`src/pmd_map.svh`:
```
`ifndef PMD_MAP_SVH
`define PMD_MAP_SVH

// ----------------------------------------------------------------------------
// Register map
// ----------------------------------------------------------------------------
`define PMD_ADDR_W          4
`define PMD_DATA_W          32
`define PMD_CFG_OFFSET      4'h0
`define PMD_STATUS_OFFSET   4'h4
`define PMD_CFG_RESET       3'h0
`define PMD_CFG_MODE_BIT    0
`define PMD_CFG_GATE_BIT    1
`define PMD_CFG_SEL_BIT     2
`define PMD_CNT_W           3
`define PMD_CNT_RESET       3'h0

`endif

```
`src/pmd_pkg.sv`:
```
package pmd_pkg;

	typedef enum logic [2:0]
	{
		PMD_ST_HOLD  = 3'b001,
		PMD_ST_GATED = 3'b010,
		PMD_ST_RUN   = 3'b100
	} pmd_state_type;

	typedef struct packed
	{
		logic reset_release_clock_select;
		logic release_gate_enable;
		logic divider_mode_enable;
	} pmd_cfg_type;

	typedef struct packed
	{
		logic output_port_four;
		logic output_port_three;
		logic output_port_two;
		logic output_port_one;
		logic output_port_zero;
	} pmd_clk_out_type;

endpackage : pmd_pkg

```
`src/pmd_sync.sv`:
```
`timescale 1ns/10ps
`default_nettype none

// ----------------------------------------------------------------------------
// Two-stage synchroniser with rising-edge pulse
// ----------------------------------------------------------------------------
module pmd_sync
#(
	parameter logic RESET_VALUE = 1'b0
)
(
	input  wire logic core_clk,
	input  wire logic nrst,
	input  wire logic async_in,
	output logic      level_out,
	output logic      rise_out
);

	logic stage1_reg;
	logic stage2_reg;
	logic stage3_reg;

	always_ff @(posedge core_clk or negedge nrst)
	begin
		if (!nrst)
		begin
			stage1_reg <= RESET_VALUE;
			stage2_reg <= RESET_VALUE;
			stage3_reg <= RESET_VALUE;
		end
		else
		begin
			stage1_reg <= async_in;
			stage2_reg <= stage1_reg;
			stage3_reg <= stage2_reg;
		end
	end

	assign level_out = stage2_reg;
	assign rise_out  = stage2_reg & ~stage3_reg;

endmodule : pmd_sync

`default_nettype wire

```
`src/pmd_divider.sv`:
```
// The plain strobed port and the placing of the registers were left to the implementer.
`timescale 1ns/10ps
`default_nettype none

`include "pmd_map.svh"

// Functional notes
// - Legacy divider mode runs only when mode enable is set; default off.
// - Divider mode accepts exactly two input clocks; four need two instances.
// - Primary clock input is first divider clock; feedback input is second.
// - Divider reset forces every output low at once, without a clock.
// - Reset removal takes effect on a clock edge; toggling starts after it.
// - Select chooses first or second clock for reset removal; first default.
// - With release gate set, divided outputs stay low until release asserted.
// - Divided outputs start on a first-clock edge once release is asserted.
// - Output zero carries an undivided copy of the second clock.
module phase_matched_divider
	import pmd_pkg::*;
(
	input  wire logic                   core_clk,
	input  wire logic                   nrst,
	input  wire logic                   primary_clock_input,
	input  wire logic                   feedback_clock_input,
	input  wire logic                   divider_reset,
	input  wire logic                   release_input,
	input  wire logic [`PMD_ADDR_W-1:0] reg_addr,
	input  wire logic [`PMD_DATA_W-1:0] reg_wdata,
	input  wire logic                   reg_write,
	input  wire logic                   reg_read,
	output logic      [`PMD_DATA_W-1:0] reg_rdata,
	output logic                        output_port_zero,
	output logic                        output_port_one,
	output logic                        output_port_two,
	output logic                        output_port_three,
	output logic                        output_port_four
);

	// ------------------------------------------------------------------------
	// Reset combination
	// ------------------------------------------------------------------------
	// The divider reset pin clears the clock path asynchronously, so the
	// outputs drop low without waiting for any edge.
	logic div_nrst;

	assign div_nrst = nrst & ~divider_reset;

	// ------------------------------------------------------------------------
	// Input synchronisers
	// ------------------------------------------------------------------------
	logic first_divider_clock;
	logic first_rise;
	logic second_divider_clock;
	logic second_rise;
	logic release_level;
	logic reset_held;

	// Only two clock inputs exist in this mode.
	pmd_sync #(.RESET_VALUE(1'b0)) u_first_sync
	(
		.core_clk  (core_clk),
		.nrst      (div_nrst),
		.async_in  (primary_clock_input),
		.level_out (first_divider_clock),
		.rise_out  (first_rise)
	);

	pmd_sync #(.RESET_VALUE(1'b0)) u_second_sync
	(
		.core_clk  (core_clk),
		.nrst      (div_nrst),
		.async_in  (feedback_clock_input),
		.level_out (second_divider_clock),
		.rise_out  (second_rise)
	);

	pmd_sync #(.RESET_VALUE(1'b0)) u_release_sync
	(
		.core_clk  (core_clk),
		.nrst      (div_nrst),
		.async_in  (release_input),
		.level_out (release_level),
		.rise_out  ()
	);

	// The reset synchroniser is set while the divider reset is active and
	// shifts in zero after release.
	pmd_sync #(.RESET_VALUE(1'b1)) u_reset_sync
	(
		.core_clk  (core_clk),
		.nrst      (div_nrst),
		.async_in  (1'b0),
		.level_out (reset_held),
		.rise_out  ()
	);

	// ------------------------------------------------------------------------
	// Configuration register
	// ------------------------------------------------------------------------
	pmd_cfg_type cfg_reg;
	pmd_cfg_type cfg_next;

	always_comb
	begin
		cfg_next = cfg_reg;
		if (reg_write && (reg_addr == `PMD_CFG_OFFSET))
		begin
			cfg_next.divider_mode_enable =
				reg_wdata[`PMD_CFG_MODE_BIT];
			cfg_next.release_gate_enable =
				reg_wdata[`PMD_CFG_GATE_BIT];
			cfg_next.reset_release_clock_select =
				reg_wdata[`PMD_CFG_SEL_BIT];
		end
	end

	always_ff @(posedge core_clk or negedge nrst)
	begin
		if (!nrst)
			cfg_reg <= `PMD_CFG_RESET;
		else
			cfg_reg <= cfg_next;
	end

	// ------------------------------------------------------------------------
	// Run control
	// ------------------------------------------------------------------------
	pmd_state_type state_reg;
	pmd_state_type state_next;
	logic          sel_rise;

	// Reset removal is taken on the rising edge of the chosen clock.
	assign sel_rise = cfg_reg.reset_release_clock_select ? second_rise
		: first_rise;

	always_comb
	begin
		state_next = state_reg;
		case (state_reg)
			PMD_ST_HOLD:
			begin
				if (cfg_reg.divider_mode_enable && !reset_held
					&& sel_rise)
				begin
					if (cfg_reg.release_gate_enable)
						state_next = PMD_ST_GATED;
					else
						state_next = PMD_ST_RUN;
				end
			end
			PMD_ST_GATED:
			begin
				if (!cfg_reg.divider_mode_enable)
					state_next = PMD_ST_HOLD;
				else if (release_level && first_rise)
					state_next = PMD_ST_RUN;
			end
			PMD_ST_RUN:
			begin
				if (!cfg_reg.divider_mode_enable)
					state_next = PMD_ST_HOLD;
			end
			default:
				state_next = PMD_ST_HOLD;
		endcase
	end

	always_ff @(posedge core_clk or negedge div_nrst)
	begin
		if (!div_nrst)
			state_reg <= PMD_ST_HOLD;
		else
			state_reg <= state_next;
	end

	// ------------------------------------------------------------------------
	// Clock outputs
	// ------------------------------------------------------------------------
	logic [`PMD_CNT_W-1:0] phase_reg;
	logic [`PMD_CNT_W-1:0] phase_next;
	pmd_clk_out_type       out_reg;
	pmd_clk_out_type       out_next;
	logic                  active;
	logic                  divided_on;

	assign active     = (state_reg != PMD_ST_HOLD);
	assign divided_on = (state_reg == PMD_ST_RUN) ||
		((state_reg == PMD_ST_GATED) && release_level && first_rise);

	always_comb
	begin
		phase_next = phase_reg;
		out_next   = out_reg;
		if (!active)
		begin
			out_next   = '0;
			phase_next = `PMD_CNT_RESET;
		end
		else
		begin
			out_next.output_port_zero = second_divider_clock;
			out_next.output_port_one  = first_divider_clock;
			// Divided outputs change only on first-clock rising edges, in
			// the same cycle the undivided copy rises, so they stay aligned.
			if (divided_on && first_rise)
			begin
				out_next.output_port_two   = ~phase_reg[0];
				out_next.output_port_three = ~phase_reg[1];
				out_next.output_port_four  = ~phase_reg[2];
				phase_next = phase_reg + `PMD_CNT_W'(1);
			end
		end
	end

	always_ff @(posedge core_clk or negedge div_nrst)
	begin
		if (!div_nrst)
		begin
			phase_reg <= `PMD_CNT_RESET;
			out_reg   <= '0;
		end
		else
		begin
			phase_reg <= phase_next;
			out_reg   <= out_next;
		end
	end

	assign output_port_zero  = out_reg.output_port_zero;
	assign output_port_one   = out_reg.output_port_one;
	assign output_port_two   = out_reg.output_port_two;
	assign output_port_three = out_reg.output_port_three;
	assign output_port_four  = out_reg.output_port_four;

	// ------------------------------------------------------------------------
	// Register read port
	// ------------------------------------------------------------------------
	logic [`PMD_DATA_W-1:0] rdata_next;

	always_comb
	begin
		rdata_next = '0;
		if (reg_read)
		begin
			if (reg_addr == `PMD_CFG_OFFSET)
				rdata_next = {29'h0, cfg_reg};
			else if (reg_addr == `PMD_STATUS_OFFSET)
				rdata_next = {24'h0, phase_reg, state_reg, reset_held,
					release_level};
			else
				rdata_next = '0;
		end
	end

	always_ff @(posedge core_clk or negedge nrst)
	begin
		if (!nrst)
			reg_rdata <= '0;
		else
			reg_rdata <= rdata_next;
	end

endmodule : phase_matched_divider

`default_nettype wire

```
`config.mk`:
```
export PLATFORM = sky130hd
export DESIGN_NAME = phase_matched_divider
export DESIGN_NICKNAME = d
export VERILOG_FILES = /design/src/pmd_pkg.sv /design/src/pmd_sync.sv /design/src/pmd_divider.sv
export VERILOG_INCLUDE_DIRS = /design/src
export SDC_FILE = /design/constraint.sdc
export NUM_CORES = 1
export LEC_CHECK = 0
export BUFFER_PORTS_ARGS = -buffer_cell sky130_fd_sc_hd__buf_4
export CORE_UTILIZATION = 45
export DETAILED_ROUTE_END_ITERATION = 8
export HOLD_SLACK_MARGIN = 0.06
export PLACE_DENSITY = 0.94
export REMOVE_ABC_BUFFERS = 1
export SLEW_MARGIN = 10
export SYNTH_ARGS = -nofsm -noshare
export SYNTH_HDL_FRONTEND = slang
export SYNTH_SLANG_ARGS = --single-unit
```
`constraint.sdc`:
```
create_clock -name core_clk -period 3 [get_ports core_clk]
set_input_delay 0.3 -clock core_clk [delete_from_list [all_inputs] [get_ports core_clk]]
set_output_delay 0.3 -clock core_clk [all_outputs]
set_load 0.01 [all_outputs]
```
==> results.json, run 1 <==
{
  "cts_tree": "done",
  "min_period_ps": 1620,
  "hold_viol": 0,
  "dp_cells": 168,
  "yosysMostFrequentCell": "dfrtp_1",
  "yosysTopAreaCell": "dfrtp_1",
  "fin_tns_setup_ps": 0,
  "clock_latency_ps": 320,
  "synth_area_per_cell_um2": 12.4,
  "grt_max_degree": 21,
  "areaGrowthSynthToFinish_pct": 18.1,
  "grt_usage": 0.146,
  "dieHeight_um": 57.1,
  "power.density_nw_per_um2": 477,
  "hold_class": "input pin to flip-flop",
  "crit_family": "flip-flops",
  "drtIter0Drc": 19,
  "design.portCount": 81,
  "report.final.slew_viol_count": 0,
  "maxCapViolCount": 0,
  "num_vias": 841,
  "synth_warnings": 0,
  "post_cts_buffers": 0,
  "clock.fmax_ghz": 0.618,
  "outcome": "finished with violations",
  "drc": 10,
  "required_ps": 3260,
  "avgRoutedWirePerCell_um": 11.5,
  "synthArstFlopShare": 1.00,
  "wirelength_um": 2080,
  "layout.cells.non_filler": 181,
  "synth_edf_count": 0,
  "start_kind": "flip-flop",
  "synth_ff_type": "dfrtp_1",
  "ys_seq_area_frac": 0.571,
  "hold_depth": 2,
  "dieArea_um2": 3260,
  "syn-cell-area_um2": 1370,
  "arrival_ps": 1880,
  "r2r_cells": 3,
  "grt-ovfl-total": 0,
  "portBuffers": 27,
  "fin_skew_ps": 6.93,
  "path_buf_inv": 0,
  "path_cells": "or3b_1 -> a2111oi_4 -> a22o_1",
  "drive_gt1_frac": 0.307,
  "largest-register": "reg_rdata",
  "max-vdd-ir-drop_mv": 0.320,
  "synth_top_area_frac": 0.513,
  "syn_inst": 110,
  "rsz0062_at_grt": "no",
  "setup_viol": 0,
  "worstSetupPathType": "flip-flop to flip-flop",
  "htreeDepth": 2,
  "crit_path_top_delay_cell": "dfstp_2",
  "cts_buffers": 5,
  "grt_pass1_wl_um": 3420,
  "cp_max_fo": 8,
  "dp_hpwl_um": 1540,
  "core_um2": 2810,
  "antenna_found_initial": 0,
  "clk_path_buf_depth": 2,
  "firstDrtPassIters": 7,
  "cts_root_buf": "clkbuf_4",
  "largest_register_ff_count": 8,
  "diodes": 0,
  "ys_ff_latch": 31,
  "path_depth": 3,
  "clock_sinks": 31,
  "row_count": 19,
  "end_kind": "flip-flop",
  "yosys-top-cells-area": "dfrtp_1, buf_4, mux2i_1",
  "detail-route-antenna-nets": 0,
  "fin_nets": 194,
  "vias_per_cell": 4.65,
  "worst_path_largest_cell_delay_ps": 570,
  "grt_pass1_vias": 799,
  "period_share": 0.539,
  "initial_core_util": 0.487,
  "die_w_um": 57.1,
  "ys_top_cells_by_count": "dfrtp_1, buf_4, mux2i_1",
  "violations": "design-rule violations",
  "cts.clk_slew.worst_paths_ps": 90,
  "gp_congestion": 0.898,
  "synth_cell_types": 29,
  "p_leak_nw": 0.878
}
==> cells by family after synthesis <==
family	synth area share
AOI/OAI and AO/OA	0.0531
adders and majority gates	0.00916
buffers and inverters	0.148
and+or+nand+nor	0.133
DFF	0.571
muxes	0.0833
other	0.00274
==> through the flow <==
stage	hold WS [ps]	util	cell area, µm²	setup slack (ps)	power, mW
floorplan	4.41	-	1260	1530	0.517
global placement	139	0.540	1510	1420	0.549
detailed placement	143	0.540	1510	1390	0.553
CTS	66.2	0.565	1580	1370	0.776
global route	186	0.575	1610	1290	0.815
finish	206	0.575	1610	1380	0.769
==> worst register-to-register path, cell delays in order (launching register included) <==
cell and delay, ps:
dfstp_2 570, or3b_1 500, a2111oi_4 290, a22o_1 200
==> power by group <==
part | internal, mW | switching [mW] | total, mW
Clock | 0.0912 | 0.128 | 0.219
Combinational | 0.0430 | 0.0497 | 0.0927
Sequential | 0.441 | 0.0170 | 0.458
==> per-layer routing <==
| layer | part of all wire | global-route usage | vias to the layer above |
|---|---|---|---|
| met1 | 0.38 | 0.147 | 405 |
| li1 | - | - | 389 |
| met4 | 0.011 | 0.0871 | 0 |
| met5 | 0 | 0 | - |
| met3 | 0.071 | 0.0612 | 2 |
| met2 | 0.53 | 0.252 | 45 |
==> placed cells by master, fill, tap and decap left out, types with 2 or more instances in the layout <==
cell type      instances
nor2_1                 4
dlygate4sd3_1          5
nand2_1                7
nand3b_1               2
mux2_2                 3
nor2b_1                3
inv_1                  3
and2_2                 2
dfrtp_1               28
clkbuf_1               2
clkbuf_4               5
and2_1                 5
or3b_1                 2
conb_1                25
buf_4                 28
mux2i_1                8
dfstp_2                3
==> repair_timing <==
| item | 4_1_cts | 5_1_grt |
|---|---|---|
| endpoints found under the hold margin | 27 | 3 |
| resized for setup | 0 | 0 |
| hold buffers | 2 | 3 |
==> final timing paths <==
check                                     startpoint                        to  slack (ps)
min in group asynchronous                       nrst                cfg_reg[1]         340
max                                     state_reg[0]              state_reg[2]        1380
max in group asynchronous                       nrst   u_reset_sync.stage1_reg        2000
min                                     reg_wdata[2]                cfg_reg[2]         210
max reg2reg                             state_reg[0]              state_reg[2]        1380
min reg2reg                u_release_sync.stage1_reg  u_release_sync.level_out         360
==> final cells by class <==
| cell class | count | area, µm² |
|---|---|---|
| Clock buffer | 7 | 45.0 |
| Clock inverter | 1 | 5.00 |
| Fill cell | 234 | 1190 |
| Inverter | 3 | 11.3 |
| Multi-Input combinational cell | 75 | 474 |
| Sequential cell | 31 | 779 |
| Tap cell | 31 | 38.8 |
| Timing Repair Buffer | 33 | 260 |
(Power assumes the default switching activity.)
==> run 2: changes to the inputs <==
- CORE_UTILIZATION: 45 -> 38
- PLACE_DENSITY: 0.94 -> 0.86
- clock period: 3 -> 1.3 ns (I/O delays scaled with it)
==> run 2 against run 1 <==
- the flow finishes with violations (negative setup slack)
- worst setup slack worse by 1500 ps
- flip-flop and latch count unchanged
- non-clock buffer count up 12
- clock power rose to 2.8 times the previous value
- sequential share of layout area down 3.9 points
- count of clock-buffer cells in the layout up 1
- core utilization down 5.7 points
- die area up 18%
==> results.json, run 2 (synthesis results as in run 1) <==
{
  "maxCapViolCount": 0,
  "cts_tree": "done",
  "final_cell_mix": "buf_4, dfrtp_1, conb_1, mux2i_1, dlygate4sd3_1",
  "violations": "negative setup slack",
  "period_share": 1.13,
  "clk_path_buf_depth": 2,
  "multi_input_area_um2": 480,
  "cp_max_fo": 3,
  "grt_pass1_wl_um": 3710,
  "detail-route-antenna-nets": 0,
  "max-vdd-ir-drop_mv": 0.638,
  "grt_usage": 0.140,
  "crit_path_top_delay_cell": "dfstp_2",
  "required_ps": 1560,
  "setup_ws_ps": -164,
  "outcome": "finished with violations",
  "fill_cells": 318,
  "wirelength_um": 2140,
  "dieArea_um2": 3840,
  "portBuffers": 27,
  "path_cells": "or3b_4 -> a2111oi_4 -> a32o_1",
  "hold_class": "input pin to flip-flop",
  "grt_max_degree": 21,
  "start_kind": "flip-flop",
  "clock.fmax_ghz": 0.683,
  "antenna_found_initial": 0,
  "setup_viol": 10,
  "arrival_ps": 1720,
  "design.portCount": 81,
  "grt_pass1_vias": 799,
  "p_leak_nw": 0.942,
  "clock_sinks": 31,
  "fin_tns_setup_ps": -857,
  "cts.clk_slew.worst_paths_ps": 90,
  "clock_latency_ps": 320,
  "areaGrowthSynthToFinish_pct": 28.5,
  "grt-ovfl-total": 0,
  "fin_nets": 206,
  "drive_gt1_frac": 0.358,
  "vias_per_cell": 4.15,
  "dieHeight_um": 62.0,
  "report.final.slew_viol_count": 0,
  "die_w_um": 62.0,
  "hold_slack_ps": 95.0,
  "initial_core_util": 0.403,
  "dp_hpwl_um": 1550,
  "post_cts_buffers": 0,
  "worst_path_largest_cell_delay_ps": 540,
  "fin_skew_ps": 7.99,
  "cts_root_buf": "clkbuf_4",
  "hold_viol": 0,
  "min_period_ps": 1460,
  "rsz0062_at_grt": "yes",
  "htreeDepth": 2,
  "placed_area_um2": 1600,
  "end_kind": "flip-flop",
  "seq_area_um2": 779,
  "gp_congestion": 0.772,
  "drc": 0,
  "num_vias": 863,
  "firstDrtPassIters": 4,
  "largest_register_ff_count": 8,
  "worstSetupPathType": "flip-flop to flip-flop",
  "drtIter0Drc": 6,
  "diodes": 0,
  "cts_buffers": 5,
  "largest-register": "reg_rdata",
  "core_um2": 3390,
  "avgRoutedWirePerCell_um": 10.3,
  "stdcell_area_um2": 1760,
  "row_count": 21,
  "power.density_nw_per_um2": 1100,
  "final_common_cell": "buf_4"
}
-- run 2: layout make-up --
cell class / instances / area share
clock buffer: 8 / 0.0392
inverter: 3 / 0.00641
tap: 46 / 0.0328
timing repair buffer: 45 / 0.204
sequential: 31 / 0.444
multi-input combinational: 75 / 0.274
-- run 2: power breakdown --
| part | internal (mW) | leakage [nW] | switching [mW] | total [mW] |
|---|---|---|---|---|
| sequential | 1.02 | 0.402 | 0.0303 | 1.05 |
| clock | 0.318 | 0.0386 | 0.305 | 0.623 |
| combinational | 0.136 | 0.502 | 0.132 | 0.268 |
-- run 2: repair_timing --
item | CTS | global route
gates cloned | 0 | 0
resized for setup | 2 | 0
hold endpoints to repair | 34 | 0
hold buffers | 8 | 0
pin swaps | 1 | 0
endpoints found under the setup margin | 10 | 10
-- run 2: worst paths after layout --
| check | from | to | slack, ps | cells after the start |
|---|---|---|---|---|
| max in group asynchronous | nrst | u_reset_sync.level_out | 470 | 4 |
| max reg2reg | state_reg[0] | state_reg[1] | -160 | 3 |
| min reg2reg | u_second_sync.stage1_reg | u_second_sync.level_out | 360 | 0 |
| min | reg_read | reg_rdata[0] | 100 | 3 |
| min in group asynchronous | nrst | reg_rdata[2] | 170 | 2 |
| max | state_reg[0] | state_reg[1] | -160 | 3 |
-- run 2: routing by layer --
metal	routed length (µm)	vias up	GRT usage	part of all wire
met2	1030	38	0.217	0.48
li1	-	415	-	-
met1	932	407	0.175	0.44
met5	0	-	0	0
met3	157	3	0.0621	0.073
met4	20	0	0.0476	0.0093
-- run 2: critical path: cells and delay by family, from the launching register on --
family	cells	cell delay, ps
flops	1	540
simple gates	1	400
compound gates	2	460
-- run 2: per-stage QoR --
step	util	total power [mW]	cells	setup WS, ps
floorplan	-	1.19	109	-175
global placement	0.472	1.30	192	-142
detailed placement	0.472	1.31	192	-153
CTS	0.518	1.96	208	-157
global route	0.518	2.05	208	-226
finish	0.518	1.94	208	-164
==> run 3: changes to the inputs <==
- CORE_UTILIZATION: 38 -> 43
- PLACE_DENSITY: 0.86 -> 0.91
- clock period: 1.3 -> 1.59 ns (I/O delays scaled with it)
==> run 3 against run 2 <==
- the run now ends clean
- power is 22% lower
- count of clock-buffer cells in the layout is 1 lower
- final area is 4.8% lower
- flip-flop and latch count stayed put
- non-clock buffer count is 9 lower
- clock skew is 17 ps higher
- worst setup slack better by 250 ps
- via count is 0.70% lower
- hold slack worse by 15 ps
- final cell count is 5.3% lower
==> results.json, run 3 (synthesis results as in run 1) <==
{
  "arrival_ps": 1770,
  "power_report.internal_total_mw": 1.14,
  "critPathCapture": "state_reg[2]",
  "outcome": "finished, final reports clean",
  "clk_path_buf_depth": 2,
  "areaGrowthSynthToFinish_pct": 22.3,
  "largest-register": "reg_rdata",
  "num_vias": 857,
  "grt_pass1_vias": 808,
  "r2r-start": "state_reg[0]",
  "fin_nets": 197,
  "p_leak_nw": 0.894,
  "grt_max_degree": 21,
  "seq_power_share": 0.568,
  "dp_hpwl_um": 1650,
  "diodes": 0,
  "grt_pass1_wl_um": 3510,
  "largest_register_ff_count": 8,
  "fill_cells": 265,
  "initial_core_util": 0.451,
  "worstSetupPathType": "flip-flop to flip-flop",
  "r2r_cells": 3,
  "clock.fmax_ghz": 0.663,
  "gp_congestion": 0.910,
  "die_w_um": 58.4,
  "cp_max_fo": 4,
  "rsz0062_at_grt": "no",
  "p_comb_frac": 0.123,
  "path_cells": "or3b_4 -> a2111oi_4 -> a22o_1",
  "portBuffers": 27,
  "fin_skew_ps": 25.0,
  "grt-ovfl-total": 0,
  "hold_class": "input pin to flip-flop",
  "cts.clk_slew.worst_paths_ps": 90,
  "detail-route-antenna-nets": 0,
  "required_ps": 1850,
  "max-vdd-ir-drop_mv": 0.494,
  "wirelength_um": 2220,
  "crit_path_top_delay_cell": "dfstp_2",
  "dieArea_um2": 3410,
  "period_share": 0.948,
  "fin_tns_setup_ps": 0,
  "final_cell_mix": "buf_4, dfrtp_1, conb_1, mux2i_1",
  "cts_tree": "done",
  "netSwitchingFraction": 0.252,
  "cts_root_buf": "clkbuf_4",
  "htreeDepth": 2,
  "dieHeight_um": 58.4,
  "antenna_found_initial": 0,
  "path_buf_inv": 0,
  "hold_slack_ps": 80.4,
  "final_common_cell": "buf_4",
  "setup_viol": 0,
  "start_kind": "flip-flop",
  "clock_sinks": 31,
  "drive_gt1_frac": 0.320,
  "report.final.slew_viol_count": 0,
  "path_depth": 3,
  "firstDrtPassIters": 4,
  "power.net_switching_uw": 383,
  "drtIter0Drc": 9,
  "row_count": 20,
  "core_um2": 3030,
  "design.portCount": 81,
  "cts_buffers": 5,
  "maxCapViolCount": 0,
  "crit_start": "state_reg[0]",
  "p_clk_frac": 0.309,
  "clock_latency_ps": 340,
  "crit_family": "flip-flops",
  "rrSetupSlack_ps": 80,
  "r2r_end": "state_reg[2]",
  "min_period_ps": 1510,
  "drc": 0,
  "grt_usage": 0.145,
  "hold_viol": 0,
  "end_kind": "flip-flop",
  "final_util": 0.552,
  "avgRoutedWirePerCell_um": 11.3,
  "vias_per_cell": 4.35,
  "power.density_nw_per_um2": 911,
  "worst_path_largest_cell_delay_ps": 570
}
## run 3: cell types whose count changed in the layout (fill, tap and decap cells not counted)
cell and delta:
buf_4 -8, o21ai_1 +1, dlygate4sd3_1 -1, clkbuf_8 -1
clkinv_2 +1, o21ai_2 -1
## run 3: worst min-delay path by stage
stage / startpoint / endpoint / slack, ps / cells past startpoint
4_1_cts: reg_wdata[2] / cfg_reg[2] / 60 / 2
6_report: reg_wdata[2] / cfg_reg[2] / 80 / 2
3_5_place_dp: nrst / reg_rdata[3] / 1 / 1
2_1_floorplan: nrst / cfg_reg[0] / -140 / 0
5_1_grt: reg_wdata[2] / cfg_reg[2] / 60 / 2
3_3_place_gp: nrst / reg_rdata[2] / -4 / 1
## run 3: area by class of cell
type,instances,area [µm²],area share
tap,44,55.1,0.0330
sequential,31,779,0.467
clock inverter,1,5.00,0.00300
inverter,3,11.3,0.00674
timing repair buffer,36,288,0.172
multi-input combinational,75,477,0.285
clock buffer,7,55.1,0.0330
## run 3: worst reg2reg max path, stage by stage (launching register included)
cell,delay [ps]
dfstp_2,570
or3b_4,420
a2111oi_4,270
a22o_1,200
## run 3: timing repair
item / 4_1_cts / 5_1_grt
endpoints found under the hold margin: 33 / 0
hold buffers: 7 / 0
gates resized for setup: 0 / 1
endpoints found under the setup margin: 0 / 1
setup buffers: 0 / 0
## run 3: routing by layer
layer	up-vias	share of wire	GRT usage
li1	396	-	-
met1	422	0.38	0.141
met2	34	0.53	0.258
met3	5	0.067	0.0615
met4	0	0.022	0.0816
met5	-	0	0
## run 3: metrics by stage
| stage | instances | area (µm²) | worst slack (ps) | total power [mW] |
|---|---|---|---|---|
| after global routing | 197 | 1670 | 12.6 | 1.59 |
| after detailed placement | 182 | 1540 | 64.0 | 1.05 |
| after global placement | 182 | 1540 | 111 | 1.04 |
| after CTS | 197 | 1670 | 46.5 | 1.54 |
| final | 197 | 1670 | 81.9 | 1.52 |
| after floorplan | 109 | 1260 | 115 | 0.975 |
## run 3: power groups by stage
stage	clock (mW)	sequential [mW]	combinational, mW
after floorplan	0	0.870	0.105
after global placement	0	0.875	0.165
after detailed placement	0	0.880	0.172
after CTS	0.487	0.864	0.186
after global routing	0.518	0.869	0.208
final	0.470	0.863	0.188
